===== config.mk =====
export PLATFORM = sky130hd
export DESIGN_NAME = reset_hold_ack_interlock
export DESIGN_NICKNAME = d
export VERILOG_FILES = /design/src/logic/reset_interlock_pkg.sv /design/src/logic/reset_hold_ack_interlock.sv /design/src/logic/level_sync.sv
export VERILOG_INCLUDE_DIRS = /design/src /design/src/logic
export SDC_FILE = /design/constraint.sdc
export NUM_CORES = 1
export LEC_CHECK = 0
export BUFFER_PORTS_ARGS = -buffer_cell sky130_fd_sc_hd__buf_2
export CORE_AREA = 5 5 47 49
export CTS_BUF_LIST = sky130_fd_sc_hd__clkbuf_4
export DETAILED_ROUTE_END_ITERATION = 12
export DIE_AREA = 0 0 52 54
export PLACE_DENSITY = 0.83
export SLEW_MARGIN = 20
export SYNTH_ARGS = -nofsm -noshare
export SYNTH_HDL_FRONTEND = slang
export SYNTH_SLANG_ARGS = --single-unit

===== constraint.sdc =====
create_clock -name clk -period 3.2 [get_ports clk]
set_clock_uncertainty 0.1 [all_clocks]
set_input_delay 0.16 -clock clk [delete_from_list [all_inputs] [get_ports clk]]
set_output_delay 0.16 -clock clk [all_outputs]
set_load 0.1 [all_outputs]

===== src/logic/reset_interlock_map.svh =====
// Offsets-free constant map: timing counts for the reset/hold interlock
`ifndef RESET_INTERLOCK_MAP_SVH
`define RESET_INTERLOCK_MAP_SVH

// Clock period in picoseconds (25 MHz)
`define CLK_PERIOD_PS 40000
// Processor reset pulse width in nanoseconds
`define CPU_RESET_PULSE_NS 640
// Pulse width in cycles, rounded up to whole cycles
`define CPU_RESET_PULSE_CYCLES ((`CPU_RESET_PULSE_NS * 1000 + `CLK_PERIOD_PS - 1) / `CLK_PERIOD_PS)
// Width of the pulse counter
`define PULSE_COUNT_W 8
// Reset value of the synchroniser stages
`define SYNC_RESET_VALUE 1'b0

`endif


===== src/logic/reset_interlock_pkg.sv =====
// Types shared by the reset/hold interlock
package reset_interlock_pkg;

    typedef enum logic [2:0]
    {
        st_idle,
        st_dma_owned,
        st_reset_pulse,
        st_grant_deferred
    } interlock_state_t;

endpackage


===== src/logic/reset_hold_ack_interlock.sv =====
// Interlock sequencing processor resets against DMA bus ownership
`timescale 1ns/1ps
`include "reset_interlock_map.svh"

module reset_hold_ack_interlock
    import reset_interlock_pkg::*;
(
    // Clock, reset, enable
    input wire logic clk,
    input wire logic resetn,
    input wire logic ce,
    // Processor side pins
    input wire logic cpu_hold_granted,
    output logic processor_reset_out,
    // Reset requests
    input wire logic reset_request_in,
    input wire logic fast_reset_strobe,
    // DMA controller side
    output logic dma_grant_out
);

    localparam logic [`PULSE_COUNT_W-1:0] PULSE_LAST =
        `PULSE_COUNT_W'(`CPU_RESET_PULSE_CYCLES - 1);

    logic hold_sync;
    logic req_sync;
    logic req_sync_d;
    logic next_req_sync_d;
    logic reset_pending;
    logic next_reset_pending;
    logic grant_deferred;
    logic next_grant_deferred;
    logic [`PULSE_COUNT_W-1:0] pulse_count;
    logic [`PULSE_COUNT_W-1:0] next_pulse_count;
    interlock_state_t state;
    interlock_state_t next_state;
    logic next_processor_reset_out;
    logic next_dma_grant_out;
    logic reset_request;

    // Pins arrive from outside the clock domain
    level_sync hold_sync_inst
    (
        .clk(clk),
        .resetn(resetn),
        .ce(ce),
        .async_in(cpu_hold_granted),
        .sync_out(hold_sync)
    );

    level_sync req_sync_inst
    (
        .clk(clk),
        .resetn(resetn),
        .ce(ce),
        .async_in(reset_request_in),
        .sync_out(req_sync)
    );

    // Hardware request taken on its rising edge; port strobe is same-clock logic
    assign reset_request = (req_sync && !req_sync_d) || fast_reset_strobe;

    always_comb
    begin
        next_state = state;
        next_req_sync_d = req_sync;
        next_reset_pending = reset_pending || reset_request;
        next_grant_deferred = grant_deferred;
        next_pulse_count = pulse_count;
        next_processor_reset_out = 1'b0;
        next_dma_grant_out = 1'b0;
        unique case (state)
            st_idle:
            begin
                if (reset_pending || reset_request)
                begin
                    // Reset wins a tie with acknowledge; grant stays low
                    next_state = st_reset_pulse;
                    next_grant_deferred = hold_sync;
                    next_reset_pending = 1'b0;
                    next_pulse_count = '0;
                    next_processor_reset_out = 1'b1;
                end
                else if (hold_sync)
                begin
                    next_state = st_dma_owned;
                    next_dma_grant_out = 1'b1;
                end
            end
            st_dma_owned:
            begin
                if (hold_sync)
                begin
                    // Request is only latched; reset waits for the cycle to end
                    next_dma_grant_out = 1'b1;
                end
                else if (reset_pending || reset_request)
                begin
                    next_state = st_reset_pulse;
                    next_grant_deferred = 1'b0;
                    next_reset_pending = 1'b0;
                    next_pulse_count = '0;
                    next_processor_reset_out = 1'b1;
                end
                else
                begin
                    next_state = st_idle;
                end
            end
            st_reset_pulse:
            begin
                // Acknowledge seen during the pulse is still trusted, though the processor
                // drops it under reset: it sets the pending grant, given when the pulse ends
                next_reset_pending = 1'b0;
                if (hold_sync)
                begin
                    next_grant_deferred = 1'b1;
                end
                if (pulse_count == PULSE_LAST)
                begin
                    if (grant_deferred || hold_sync)
                    begin
                        next_state = st_grant_deferred;
                        next_dma_grant_out = 1'b1;
                    end
                    else
                    begin
                        next_state = st_idle;
                    end
                end
                else
                begin
                    next_pulse_count = pulse_count + `PULSE_COUNT_W'(1);
                    next_processor_reset_out = 1'b1;
                end
            end
            st_grant_deferred:
            begin
                // Grant held until the processor acknowledges again
                next_grant_deferred = 1'b0;
                next_dma_grant_out = 1'b1;
                if (hold_sync)
                begin
                    next_state = st_dma_owned;
                end
            end
        endcase
        if (!ce)
        begin
            next_state = state;
            next_req_sync_d = req_sync_d;
            next_reset_pending = reset_pending;
            next_grant_deferred = grant_deferred;
            next_pulse_count = pulse_count;
            next_processor_reset_out = processor_reset_out;
            next_dma_grant_out = dma_grant_out;
        end
    end

    always_ff @(posedge clk or negedge resetn)
    begin
        if (!resetn)
        begin
            state <= st_idle;
            req_sync_d <= 1'b0;
            reset_pending <= 1'b0;
            grant_deferred <= 1'b0;
            pulse_count <= '0;
            processor_reset_out <= 1'b0;
            dma_grant_out <= 1'b0;
        end
        else
        begin
            state <= next_state;
            req_sync_d <= next_req_sync_d;
            reset_pending <= next_reset_pending;
            grant_deferred <= next_grant_deferred;
            pulse_count <= next_pulse_count;
            processor_reset_out <= next_processor_reset_out;
            dma_grant_out <= next_dma_grant_out;
        end
    end

endmodule


===== src/logic/level_sync.sv =====
// Two flip-flop synchroniser for a level from another domain
`timescale 1ns/1ps
`include "reset_interlock_map.svh"

module level_sync
(
    // Clock, reset and enable
    input wire logic clk,
    input wire logic resetn,
    input wire logic ce,
    // Level in and out
    input wire logic async_in,
    output logic sync_out
);

    logic stage1;
    logic next_stage1;
    logic next_sync_out;

    // First stage feeds only the second
    always_comb
    begin
        next_stage1 = ce ? async_in : stage1;
        next_sync_out = ce ? stage1 : sync_out;
    end

    always_ff @(posedge clk or negedge resetn)
    begin
        if (!resetn)
        begin
            stage1 <= `SYNC_RESET_VALUE;
            sync_out <= `SYNC_RESET_VALUE;
        end
        else
        begin
            stage1 <= next_stage1;
            sync_out <= next_sync_out;
        end
    end

endmodule


* After elaboration in Yosys (flattened, before gate mapping)
Index checks and enable logic that the tools add are counted.
Word-level totals: register bits after elaboration 20, output and inout bits 2
Operators by class: add/sub/neg operators 1, eq/ne operators 10, multiplexer cells 27, reduce and logical (&&, ||, !) cells 11
Operators by type and width (count):
- $mux 8 | 3
- $pmux 8 s3 | 1
- $mux 1 | 12
- $mux 3 | 4
- $pmux 3 s4 | 1
- $ne 2x2->1 const B | 5
- $add 8x1->8 const B | 1
- $eq 8x4->1 const B | 1
- $pmux 1 s4 | 2
- $eq 3x2->1 const B | 2
- $reduce_and 5->1 | 1
- $mux 2 | 2
- $reduce_and 4->1 | 1
- $eq 3x1->1 const B | 1
- $logic_not 3->1 | 1
- $logic_or 1x1->1 | 3
- $pmux 1 s3 | 1
- $reduce_and 3->1 | 1
- $reduce_bool 3->1 | 1
- $ne 2x1->1 const B | 1
- $pmux 1 s2 | 1
- $reduce_or 2->1 | 1
- $logic_and 1x1->1 | 1
- $logic_not 1->1 | 1

* Logic depth before layout (Yosys ltp)
Gate-level depths: netlist (run 1).
depth in word-level cells 7, mapped depth 5

* Modules after synthesis
A second synthesis (run 1) with hierarchy kept.
Second synthesis, totals: cell total of the unflattened synthesis 116, area, all modules 1107.3 µm²
By module, submodules not included:
- reset_hold_ack_interlock | times used 1, cells each 108, area each 962.2 µm², sequential area each 400.4 µm²
- level_sync | times used 2, cells each 4, area each 72.6 µm², sequential area each 50.0 µm²

* Worst setup path after synthesis (run 1)
Ideal clock, no wire load.
path type reg-to-reg, from register state[2], to register pulse_count[7], setup time 0.132 ns, arrival 1.414 ns, required time 2.968 ns, path slack 1.553 ns, cell stages (with the launch flop) 6, path buffers 1, path through dfrtp_1 -> buf_2 -> or3b_4 -> nor4_2 -> xnor2_1 -> nor2_1
Between the ends: cells in the longest elaborated chain, start to end 3, elaborated cells on any way between the ends 8, classes of those cells eq/ne: 4; mux: 1; reduce/logical: 3
Ends and longest elaborated chain:
- start: declaration | RTL line reset_hold_ack_interlock.sv:35 | interlock_state_t state;
- start signal: assignment | RTL line reset_hold_ack_interlock.sv:164 | state <= st_idle;
- start signal: assignment | RTL line reset_hold_ack_interlock.sv:174 | state <= next_state;
- $eq 3x2->1 (tied with other cells) | RTL line reset_hold_ack_interlock.sv:72 | unique case (state)
- $ne 2x2->1 (no source line) or $reduce_bool 3->1 (tied branches)
- $reduce_and 4->1 (no source line)
- end signal: assignment | RTL line reset_hold_ack_interlock.sv:178 | pulse_count <= next_pulse_count;
- end: declaration | RTL line reset_hold_ack_interlock.sv:33 | logic [`PULSE_COUNT_W-1:0] pulse_count;
Several ways; a longest one is shown, not always the timed one. A chain may end at the register's enable or synchronous reset.

* Worst setup path after layout (run 1)
from register state[1], to register pulse_count[0]
The elaborated chain is that of the path after synthesis.

==> results.cfg, run 1 <==
[floorplanning]
core_area_mm2 = 0.00182
io_pins = 8
start_util = 0.593
die_x_um = 52
dieArea_mm2 = 0.00281
num_rows = 16
die_h_um = 54

[min_path]
whs_path_depth = 3
hp-class = input pin to flip-flop

[synthesis]
yosys-top-cells-area = dfrtp_1, mux2_2, xnor2_1
syn-cell-area_mm2 = 0.00108
synth-seq-area-share = 0.463
post-synth-top-area-cell = dfrtp_1
yosysMostFrequentCell = dfrtp_1
synth_flop_cell = dfrtp_1
synth_edf_count = 0
async_reset_ff_frac = 1.00
synthCells = 108
ys_types = 34
ys_ff_latch = 20
synthTopCellsByCount = dfrtp_1, nor2_1, a21oi_1
ys_warn_count = 0
avgSynthCellArea_um2 = 10.0
synth_nets = 115
synth_top_area_share = 0.463

[route]
vias = 837
drtAntennaViolNets = 0
drc = 0
firstDrtPassIters = 4
first_iter_violations = 21
avgViaCountPerCell = 5.81
totalWireLength_um = 2090
wl_per_cell_um = 14.5

[placement]
hpwl_um = 1490
io_buffers = 7
gp_congestion = 0.870
place_inst = 137

[clock_network]
cts_sinks = 20
path_clk_slew_ns = 0.12
cts_root_buf = clkbuf_4
post-cts-setup-buffers = 0
cts_tree = yes
clk_latency_ns = 0.31
hold_buffers = 3
cts_max_path_buffers = 2
htreeDepth = 1
ctsResizeCount = 0
numCtsBuffers = 3

[power_and_ir_drop]
clockPowerShare = 0.211
pwr-share-seq = 0.413
cellPowerDensity_mw_per_mm2 = 806
power_switching_uw = 389
peakVddDrop_v = 0.000664
swShare = 0.398
total_power_uw = 977
combPwrFrac = 0.375
leakagePower_nw = 0.502
internal_power_uw = 588

[final_layout]
final_cells = 144
fin_nets = 125
n_fill_cell = 147
drive_gt1_frac = 0.179
diodes = 0
area_growth_pct = 12.0

[timing]
grt_setup_unrepaired = false
max_freq_mhz = 531
maxSlewHeadroom = 0.547
period_needed_ns = 1.88
setup_tns_ns = 0
slew_violations = 0
finalSetupViolCount = 0
tightest_slew_ns = 0.673
fin_hold_ws_ns = 0.113
finalCritPeriodShare = 0.589
finalHoldViolCount = 0

[worst_setup_path]
critPathLaunchType = flip-flop
crit_type = flip-flop to flip-flop
worstPathArrival_ns = 2.00
r2r_cells = 4
worstSetupEndpointType = flip-flop
cp.required_ns = 3.31
cp_max_fo = 11

[job]
drv_cap = 0

[global_route]
antenna_found_initial = 0
grtUsageTotal = 0.184
gr-total-overflow = 0
grt_start_max_net_pins = 21
grt_pass1_vias = 817
grt_pass1_wl_um = 3680

[outcome]
status = complete, no violations
==> power by group through the flow <==
stage	registers, mW	logic, mW	clock network, mW
finish	0.404	0.367	0.206
floorplan	0.439	0.258	0
CTS	0.402	0.367	0.211
global route	0.417	0.398	0.221
detailed placement	0.407	0.362	0
global placement	0.398	0.355	0
==> final cells by class <==
class,count,area [µm²],area share
sequential,20,500,0.413
multi-input combinational,78,541,0.446
clock buffer,3,22.5,0.0186
clock inverter,1,30.0,0.0248
tap,27,33.8,0.0279
timing repair buffer,10,65.1,0.0537
inverter,5,18.8,0.0155
==> cells by family (layout without fill, tap and decap cells) <==
group | count (synthesis) | in the layout | share of synthesized area
simple gates | 37 | 37 | 0.186
buf+inv | 10 | 19 | 0.0370
fa+ha+maj | 1 | 1 | 0.0116
flops | 20 | 20 | 0.463
xor+xnor | 6 | 6 | 0.0486
mux | 7 | 7 | 0.0729
compound gates | 27 | 27 | 0.181
==> sequential cells by signal, summed over array words and instances (netlist names) <==
| name | count |
|---|---|
| dma_grant_out | 1 |
| grant_deferred | 1 |
| hold_sync_inst.stage1 | 1 |
| hold_sync_inst.sync_out | 1 |
| processor_reset_out | 1 |
| pulse_count | 8 |
| req_sync_d | 1 |
| req_sync_inst.stage1 | 1 |
| req_sync_inst.sync_out | 1 |
| reset_pending | 1 |
| state | 3 |
==> final timing paths <==
kind                                                    from                                   to  slack (ns)
max                                     state[1]$_DFFE_PN0P_           pulse_count[0]$_DFFE_PN0P_        1.32
min                                                       ce  hold_sync_inst.sync_out$_DFFE_PN0P_        0.11
max reg2reg                             state[1]$_DFFE_PN0P_           pulse_count[0]$_DFFE_PN0P_        1.32
min reg2reg                hold_sync_inst.stage1$_DFFE_PN0P_  hold_sync_inst.sync_out$_DFFE_PN0P_        0.40
max in group asynchronous                             resetn                 state[2]$_DFFE_PN0P_        2.48
min in group asynchronous                             resetn           pulse_count[2]$_DFFE_PN0P_        0.21
==> per-stage QoR <==
stage                      util  setup WS, ns  cell area [µm²]
after floorplan               -          1.55             1080
after global placement    0.620          1.38             1130
after detailed placement  0.620          1.33             1130
after CTS                 0.665          1.32             1210
after global routing      0.665          1.24             1210
final                     0.665          1.32             1210
==> critical path, stage by stage, from the launching register on <==
cell      delay [ns]
dfrtp_1         0.50
or3b_1          0.45
a221oi_4        0.34
nor2_1          0.13
mux2_2          0.28
==> per-layer routing <==
metal,global-route usage,part of all wire
met1,0.207,0.41
met2,0.333,0.53
met3,0.0332,0.043
met4,0.0917,0.023
met5,0,0
==> layout by cell type, fill, tap and decap left out, types with 2 or more instances in the layout <==
| master | n |
|---|---|
| o21a_1 | 2 |
| dlygate4sd3_1 | 3 |
| a211oi_1 | 2 |
| nor3b_1 | 2 |
| inv_1 | 5 |
| a31oi_1 | 2 |
| a22o_1 | 2 |
| dfrtp_1 | 20 |
| o31ai_1 | 2 |
| nand4_1 | 3 |
| clkbuf_4 | 3 |
| nand2_1 | 6 |
| o21ai_0 | 4 |
| nor3_1 | 2 |
| mux2_2 | 7 |
| xnor2_1 | 6 |
| and2_1 | 2 |
| nor2_1 | 13 |
| buf_2 | 7 |
| a21oi_1 | 8 |
(Power assumes the default switching activity.)
==> run 2, diff against run 1 <==
--- a/config.mk
+++ b/config.mk
@@ -7,11 +7,11 @@
 export NUM_CORES = 1
 export LEC_CHECK = 0
 export BUFFER_PORTS_ARGS = -buffer_cell sky130_fd_sc_hd__buf_2
-export CORE_AREA = 5 5 47 49
+export CORE_AREA = 5 5 51 53
 export CTS_BUF_LIST = sky130_fd_sc_hd__clkbuf_4
 export DETAILED_ROUTE_END_ITERATION = 12
-export DIE_AREA = 0 0 52 54
-export PLACE_DENSITY = 0.83
+export DIE_AREA = 0 0 56 58
+export PLACE_DENSITY = 0.73
 export SLEW_MARGIN = 20
 export SYNTH_ARGS = -nofsm -noshare
 export SYNTH_HDL_FRONTEND = slang
==> constraint.sdc (replaced) <==
create_clock -name clk -period 1.56 [get_ports clk]
set_clock_uncertainty 0.1 [all_clocks]
set_input_delay 0.078 -clock clk [delete_from_list [all_inputs] [get_ports clk]]
set_output_delay 0.078 -clock clk [all_outputs]
set_load 0.1 [all_outputs]
==> results.cfg, run 2 (synthesis results as in run 1) <==
[job]
drv_cap = 0

[timing]
grt_setup_unrepaired = true
maxSlewHeadroom = 0.681
max_freq_mhz = 627
tightest_slew_ns = 0.482
finalSetupViolCount = 2
slew_violations = 0
setup_ws_ns = -0.0342
period_needed_ns = 1.59
finalCritPeriodShare = 1.02
finalHoldViolCount = 0

[route]
wl_met3_um = 127
drc = 0
first_iter_violations = 36
wl_per_cell_um = 14.9
dr_wl_met2_um = 1310
firstDrtPassIters = 4
vias = 968
drtAntennaViolNets = 0
top_layer_used = met4
avgViaCountPerCell = 5.73
totalWireLength_um = 2520
wl_met1_um = 993

[worst_setup_path]
worstSetupEndpointType = flip-flop
cp_max_fo = 5
critPathLaunchType = flip-flop
r2r_cells = 4
worstPathArrival_ns = 1.69
crit_type = flip-flop to flip-flop
cp.required_ns = 1.66

[floorplanning]
start_util = 0.513
num_rows = 17
dieArea_mm2 = 0.00325
io_pins = 8
core_area_mm2 = 0.00211
die_x_um = 56
die_h_um = 58

[power_and_ir_drop]
clockPowerShare = 0.115
combPwrFrac = 0.538
pwr-share-seq = 0.347
power_switching_uw = 910
swShare = 0.419
leakagePower_nw = 0.626
total_power_mw = 2.17
internal_power_mw = 1.26
peakVddDrop_v = 0.00118
cellPowerDensity_mw_per_mm2 = 1500

[clock_network]
htreeDepth = 1
numCtsBuffers = 3
clk_latency_ns = 0.31
cts_root_buf = clkbuf_4
cts_tree = yes
path_clk_slew_ns = 0.10
cts_max_path_buffers = 2
cts_sinks = 20

[global_route]
gr-total-overflow = 0
grt_pass1_wl_um = 4420
grt_pass1_vias = 996
grt_start_max_net_pins = 21
antenna_found_initial = 0
grtUsageTotal = 0.174

[final_layout]
layout_common_cells = buf_4, dfrtp_1, nor2_1
layout_commonest_cell = buf_4
diodes = 0
area_growth_pct = 34.0
fin_nets = 149
largest_reg_flops = 8
top_register = pulse_count
n_fill_cell = 171
final_util = 0.688
top_regs = pulse_count x8, state x3
drive_gt1_frac = 0.418

[min_path]
hp-class = input pin to flip-flop
whs_path_depth = 3

[placement]
hpwl_um = 1810
io_buffers = 7
place_ws_ns = -0.0569
gp_congestion = 0.943

[outcome]
status = complete, but fails checks
violations = setup timing
==> run 2: area by class of cell <==
cell class	count	area, µm²	area share
clock buffer	3	22.5	0.0155
multi-input combinational	78	617	0.426
tap	28	35.0	0.0242
timing repair buffer	34	250	0.173
clock inverter	1	3.75	0.00259
sequential	20	502	0.346
inverter	5	18.8	0.0130
==> run 2: worst max-delay path: stages (launching register included) <==
cell      delay (ns)
dfrtp_1         0.43
or3b_4          0.39
a221oi_4        0.23
nor2_2          0.08
mux2_4          0.26
==> run 2: metal layers <==
metal,global-route usage,up-vias
met2,0.301,36
li1,-,453
met5,0,-
met4,0.0983,0
met1,0.201,468
met3,0.0356,11
==> run 2: what timing repair did <==
action,in CTS,in global routing
hold buffers,3,0
setup buffers,2,1
pin swaps,6,4
resized for setup,7,10
gates cloned,0,1
hold endpoints to repair,22,0
setup endpoints to repair,7,13
==> run 2: through the flow <==
| stage | hold WS (ns) | setup TNS, ns | area (µm²) | std cells |
|---|---|---|---|---|
| floorplan | -0.318 | -0.0403 | 1110 | 108 |
| global placement | -0.0567 | 0 | 1300 | 158 |
| detailed placement | -0.0487 | -0.103 | 1300 | 158 |
| CTS | 0.0646 | -0.0294 | 1400 | 167 |
| global route | 0.0901 | -0.660 | 1450 | 169 |
| finish | 0.0662 | -0.0579 | 1450 | 169 |
==> run 2: path summary, 6_finish.rpt <==
kind | to | start | slack (ns)
max in group asynchronous | state[0]$_DFFE_PN0P_ | resetn | 0.89
setup reg to reg | pulse_count[0]$_DFFE_PN0P_ | state[2]$_DFFE_PN0P_ | -0.03
hold reg to reg | req_sync_d$_DFFE_PN0P_ | req_sync_d$_DFFE_PN0P_ | 0.41
min in group asynchronous | dma_grant_out$_DFFE_PN0P_ | resetn | 0.14
hold / removal | processor_reset_out$_DFFE_PN0P_ | ce | 0.07
setup / recovery | pulse_count[0]$_DFFE_PN0P_ | state[2]$_DFFE_PN0P_ | -0.03
==> run 2: power groups by stage <==
stage	sequential, mW	clock, mW	combinational, mW
after floorplan	0.902	0	0.554
final	0.752	0.250	1.17
after CTS	0.748	0.257	1.06
after global routing	0.772	0.285	1.27
after global placement	0.747	0	0.998
after detailed placement	0.752	0	1.03
==> run 3, diff against run 2 <==
--- a/config.mk
+++ b/config.mk
@@ -11,8 +11,9 @@
 export CTS_BUF_LIST = sky130_fd_sc_hd__clkbuf_4
 export DETAILED_ROUTE_END_ITERATION = 12
 export DIE_AREA = 0 0 56 58
-export PLACE_DENSITY = 0.73
+export PLACE_DENSITY = 0.75
 export SLEW_MARGIN = 20
 export SYNTH_ARGS = -nofsm -noshare
 export SYNTH_HDL_FRONTEND = slang
+export SYNTH_HIERARCHICAL = 1
 export SYNTH_SLANG_ARGS = --single-unit
==> results.cfg, run 3 <==
[worst_setup_path]
reg2reg_slack_ns = -0.21
crit_type = flip-flop to flip-flop
critPathLaunchType = flip-flop
r2r-end = pulse_count[7]$_DFFE_PN0P_
r2r_start = state[2]$_DFFE_PN0P_
cp_cell_sequence = or3b_4 > a311oi_4 > nand4_1 > xor2_1 > nor2_1
cpPeakStageDelay_ns = 0.43
cp.required_ns = 1.67
worstPathArrival_ns = 1.87
r2r_cells = 5
worstSetupEndpointType = flip-flop
cp_max_fo = 7
crit_slowest_cell = or3b_4

[timing]
max_freq_mhz = 566
tightest_slew_ns = 0.485
grt_setup_unrepaired = true
finalSetupViolCount = 12
slew_violations = 0
setup_ws_ns = -0.206
period_needed_ns = 1.77
maxSlewHeadroom = 0.679
finalHoldViolCount = 0
finalCritPeriodShare = 1.13

[final_layout]
n_fill_cell = 150
drive_gt1_frac = 0.408
area_growth_pct = 33.7
top_regs = pulse_count x8, state x3
area.sequential_um2 = 500
fin_nets = 155
layout_common_cells = buf_4, dfrtp_1, nor2_1
diodes = 0
multi_input_area_um2 = 658
largest_reg_flops = 8
layout_commonest_cell = buf_4
final_cells = 175
top_register = pulse_count

[floorplanning]
die_x_um = 56
core_area_mm2 = 0.00211
num_rows = 17
start_util = 0.526
dieArea_mm2 = 0.00325
io_pins = 8
die_h_um = 58

[synthesis]
ys_warn_count = 6
synth_nets = 123
synth_edf_count = 0
synth-seq-area-share = 0.452
async_reset_ff_frac = 1.00
post-synth-top-area-cell = dfrtp_1
ys_ff_latch = 20
syn-cell-area_mm2 = 0.00111
yosysMostFrequentCell = dfrtp_1
synth_top_area_share = 0.452
synthCells = 116
synthTopCellsByCount = dfrtp_1, nor2_1, nand3_1
synth_flop_cell = dfrtp_1
avgSynthCellArea_um2 = 9.55
ys_types = 34
yosys-top-cells-area = dfrtp_1, mux2_2, xor2_1

[min_path]
hp-class = input pin to flip-flop
holdPathEnd = grant_deferred$_DFFE_PN0P_
holdCritStartpoint = ce
whs_path_depth = 3

[clock_network]
cts_max_path_buffers = 2
numCtsBuffers = 3
path_clk_slew_ns = 0.12
htreeDepth = 1
cts_root_buf = clkbuf_4
cts_tree = yes
clk_latency_ns = 0.31
cts_sinks = 20

[route]
drtAntennaViolNets = 0
wl_per_cell_um = 14.9
avgViaCountPerCell = 5.70
totalWireLength_um = 2610
first_iter_violations = 26
drc = 0
firstDrtPassIters = 4
vias = 997

[placement]
place_inst = 166
gp_congestion = 0.870
io_buffers = 7
hpwl_um = 1790
place_ws_ns = -0.184

[outcome]
status = complete, but fails checks
violations = setup timing

[power_and_ir_drop]
peakVddDrop_v = 0.000913
total_power_mw = 2.15
cellPowerDensity_mw_per_mm2 = 1450
leakagePower_nw = 0.684

[global_route]
antenna_found_initial = 0
gr-total-overflow = 0
grt_start_max_net_pins = 21
grtUsageTotal = 0.174
grt_pass1_wl_um = 4510
grt_pass1_vias = 1076

[job]
drv_cap = 0
==> run 3: logic make-up after synthesis <==
kind of cell	Yosys count	share of synthesized area
adders and majority gates	1	0.0113
DFF	20	0.452
muxes	5	0.0508
and+or+nand+nor	47	0.223
AOI/OAI and AO/OA	26	0.168
xor gates and xnor gates	6	0.0475
buffers and inverters	11	0.0475
==> run 3: area by class of cell <==
cell class              instances  share of cell area
inverters                       5              0.0127
clock inverters                 1             0.00254
multi-input cells              85               0.445
repair buffers                 33               0.163
clock buffers                   3              0.0152
flip-flops and latches         20               0.338
well taps                      28              0.0237
==> run 3: worst max-delay path by stage <==
stage | start | end | slack [ns] | cells after the start
2_1_floorplan | state[0]$_DFFE_PN0P_ | pulse_count[5]$_DFFE_PN0P_ | -0.24 | 6
3_3_place_gp | state[2]$_DFFE_PN0P_ | processor_reset_out$_DFFE_PN0P_ | -0.15 | 5
3_5_place_dp | state[2]$_DFFE_PN0P_ | pulse_count[5]$_DFFE_PN0P_ | -0.18 | 5
4_1_cts | state[2]$_DFFE_PN0P_ | pulse_count[5]$_DFFE_PN0P_ | -0.20 | 5
5_1_grt | state[2]$_DFFE_PN0P_ | pulse_count[7]$_DFFE_PN0P_ | -0.29 | 5
6_report | state[2]$_DFFE_PN0P_ | pulse_count[7]$_DFFE_PN0P_ | -0.21 | 5
==> run 3: critical path: cells and delay by family, from the launching register on <==
family	cells	cell delay, ns
DFF	1	0.42
AOI/OAI and AO/OA	1	0.34
and+or+nand+nor	3	0.64
xor gates and xnor gates	1	0.16
==> run 3: power by group <==
| part | switching, mW | total, mW | internal (mW) |
|---|---|---|---|
| Sequential | 0.0830 | 0.717 | 0.634 |
| Clock | 0.171 | 0.264 | 0.0935 |
| Combinational | 0.674 | 1.17 | 0.493 |
==> run 3: through the flow <==
stage / utilization / hold WS, ns / instance area, µm² / TNS [ns]
floorplan: - / -0.318 / 1120 / -1.58
global placement: 0.622 / -0.0563 / 1310 / -1.13
detailed placement: 0.622 / -0.0491 / 1310 / -1.48
CTS: 0.678 / 0.0327 / 1430 / -1.42
global route: 0.703 / 0.0645 / 1480 / -2.48
finish: 0.703 / 0.0463 / 1480 / -1.68
==> run 3: repair_timing <==
item	4_1_cts	5_1_grt
endpoints found under the hold margin	22	0
hold buffers	3	0
endpoints found under the setup margin	14	14
setup buffers	2	0
gates resized for setup	11	11
pin swaps	9	8
==> run 3: metal layers <==
layer	up-vias	part of all wire	track usage
li1	474	-	-
met1	488	0.42	0.204
met2	27	0.52	0.316
met3	8	0.034	0.0356
met4	0	0.018	0.0644
met5	-	0	0
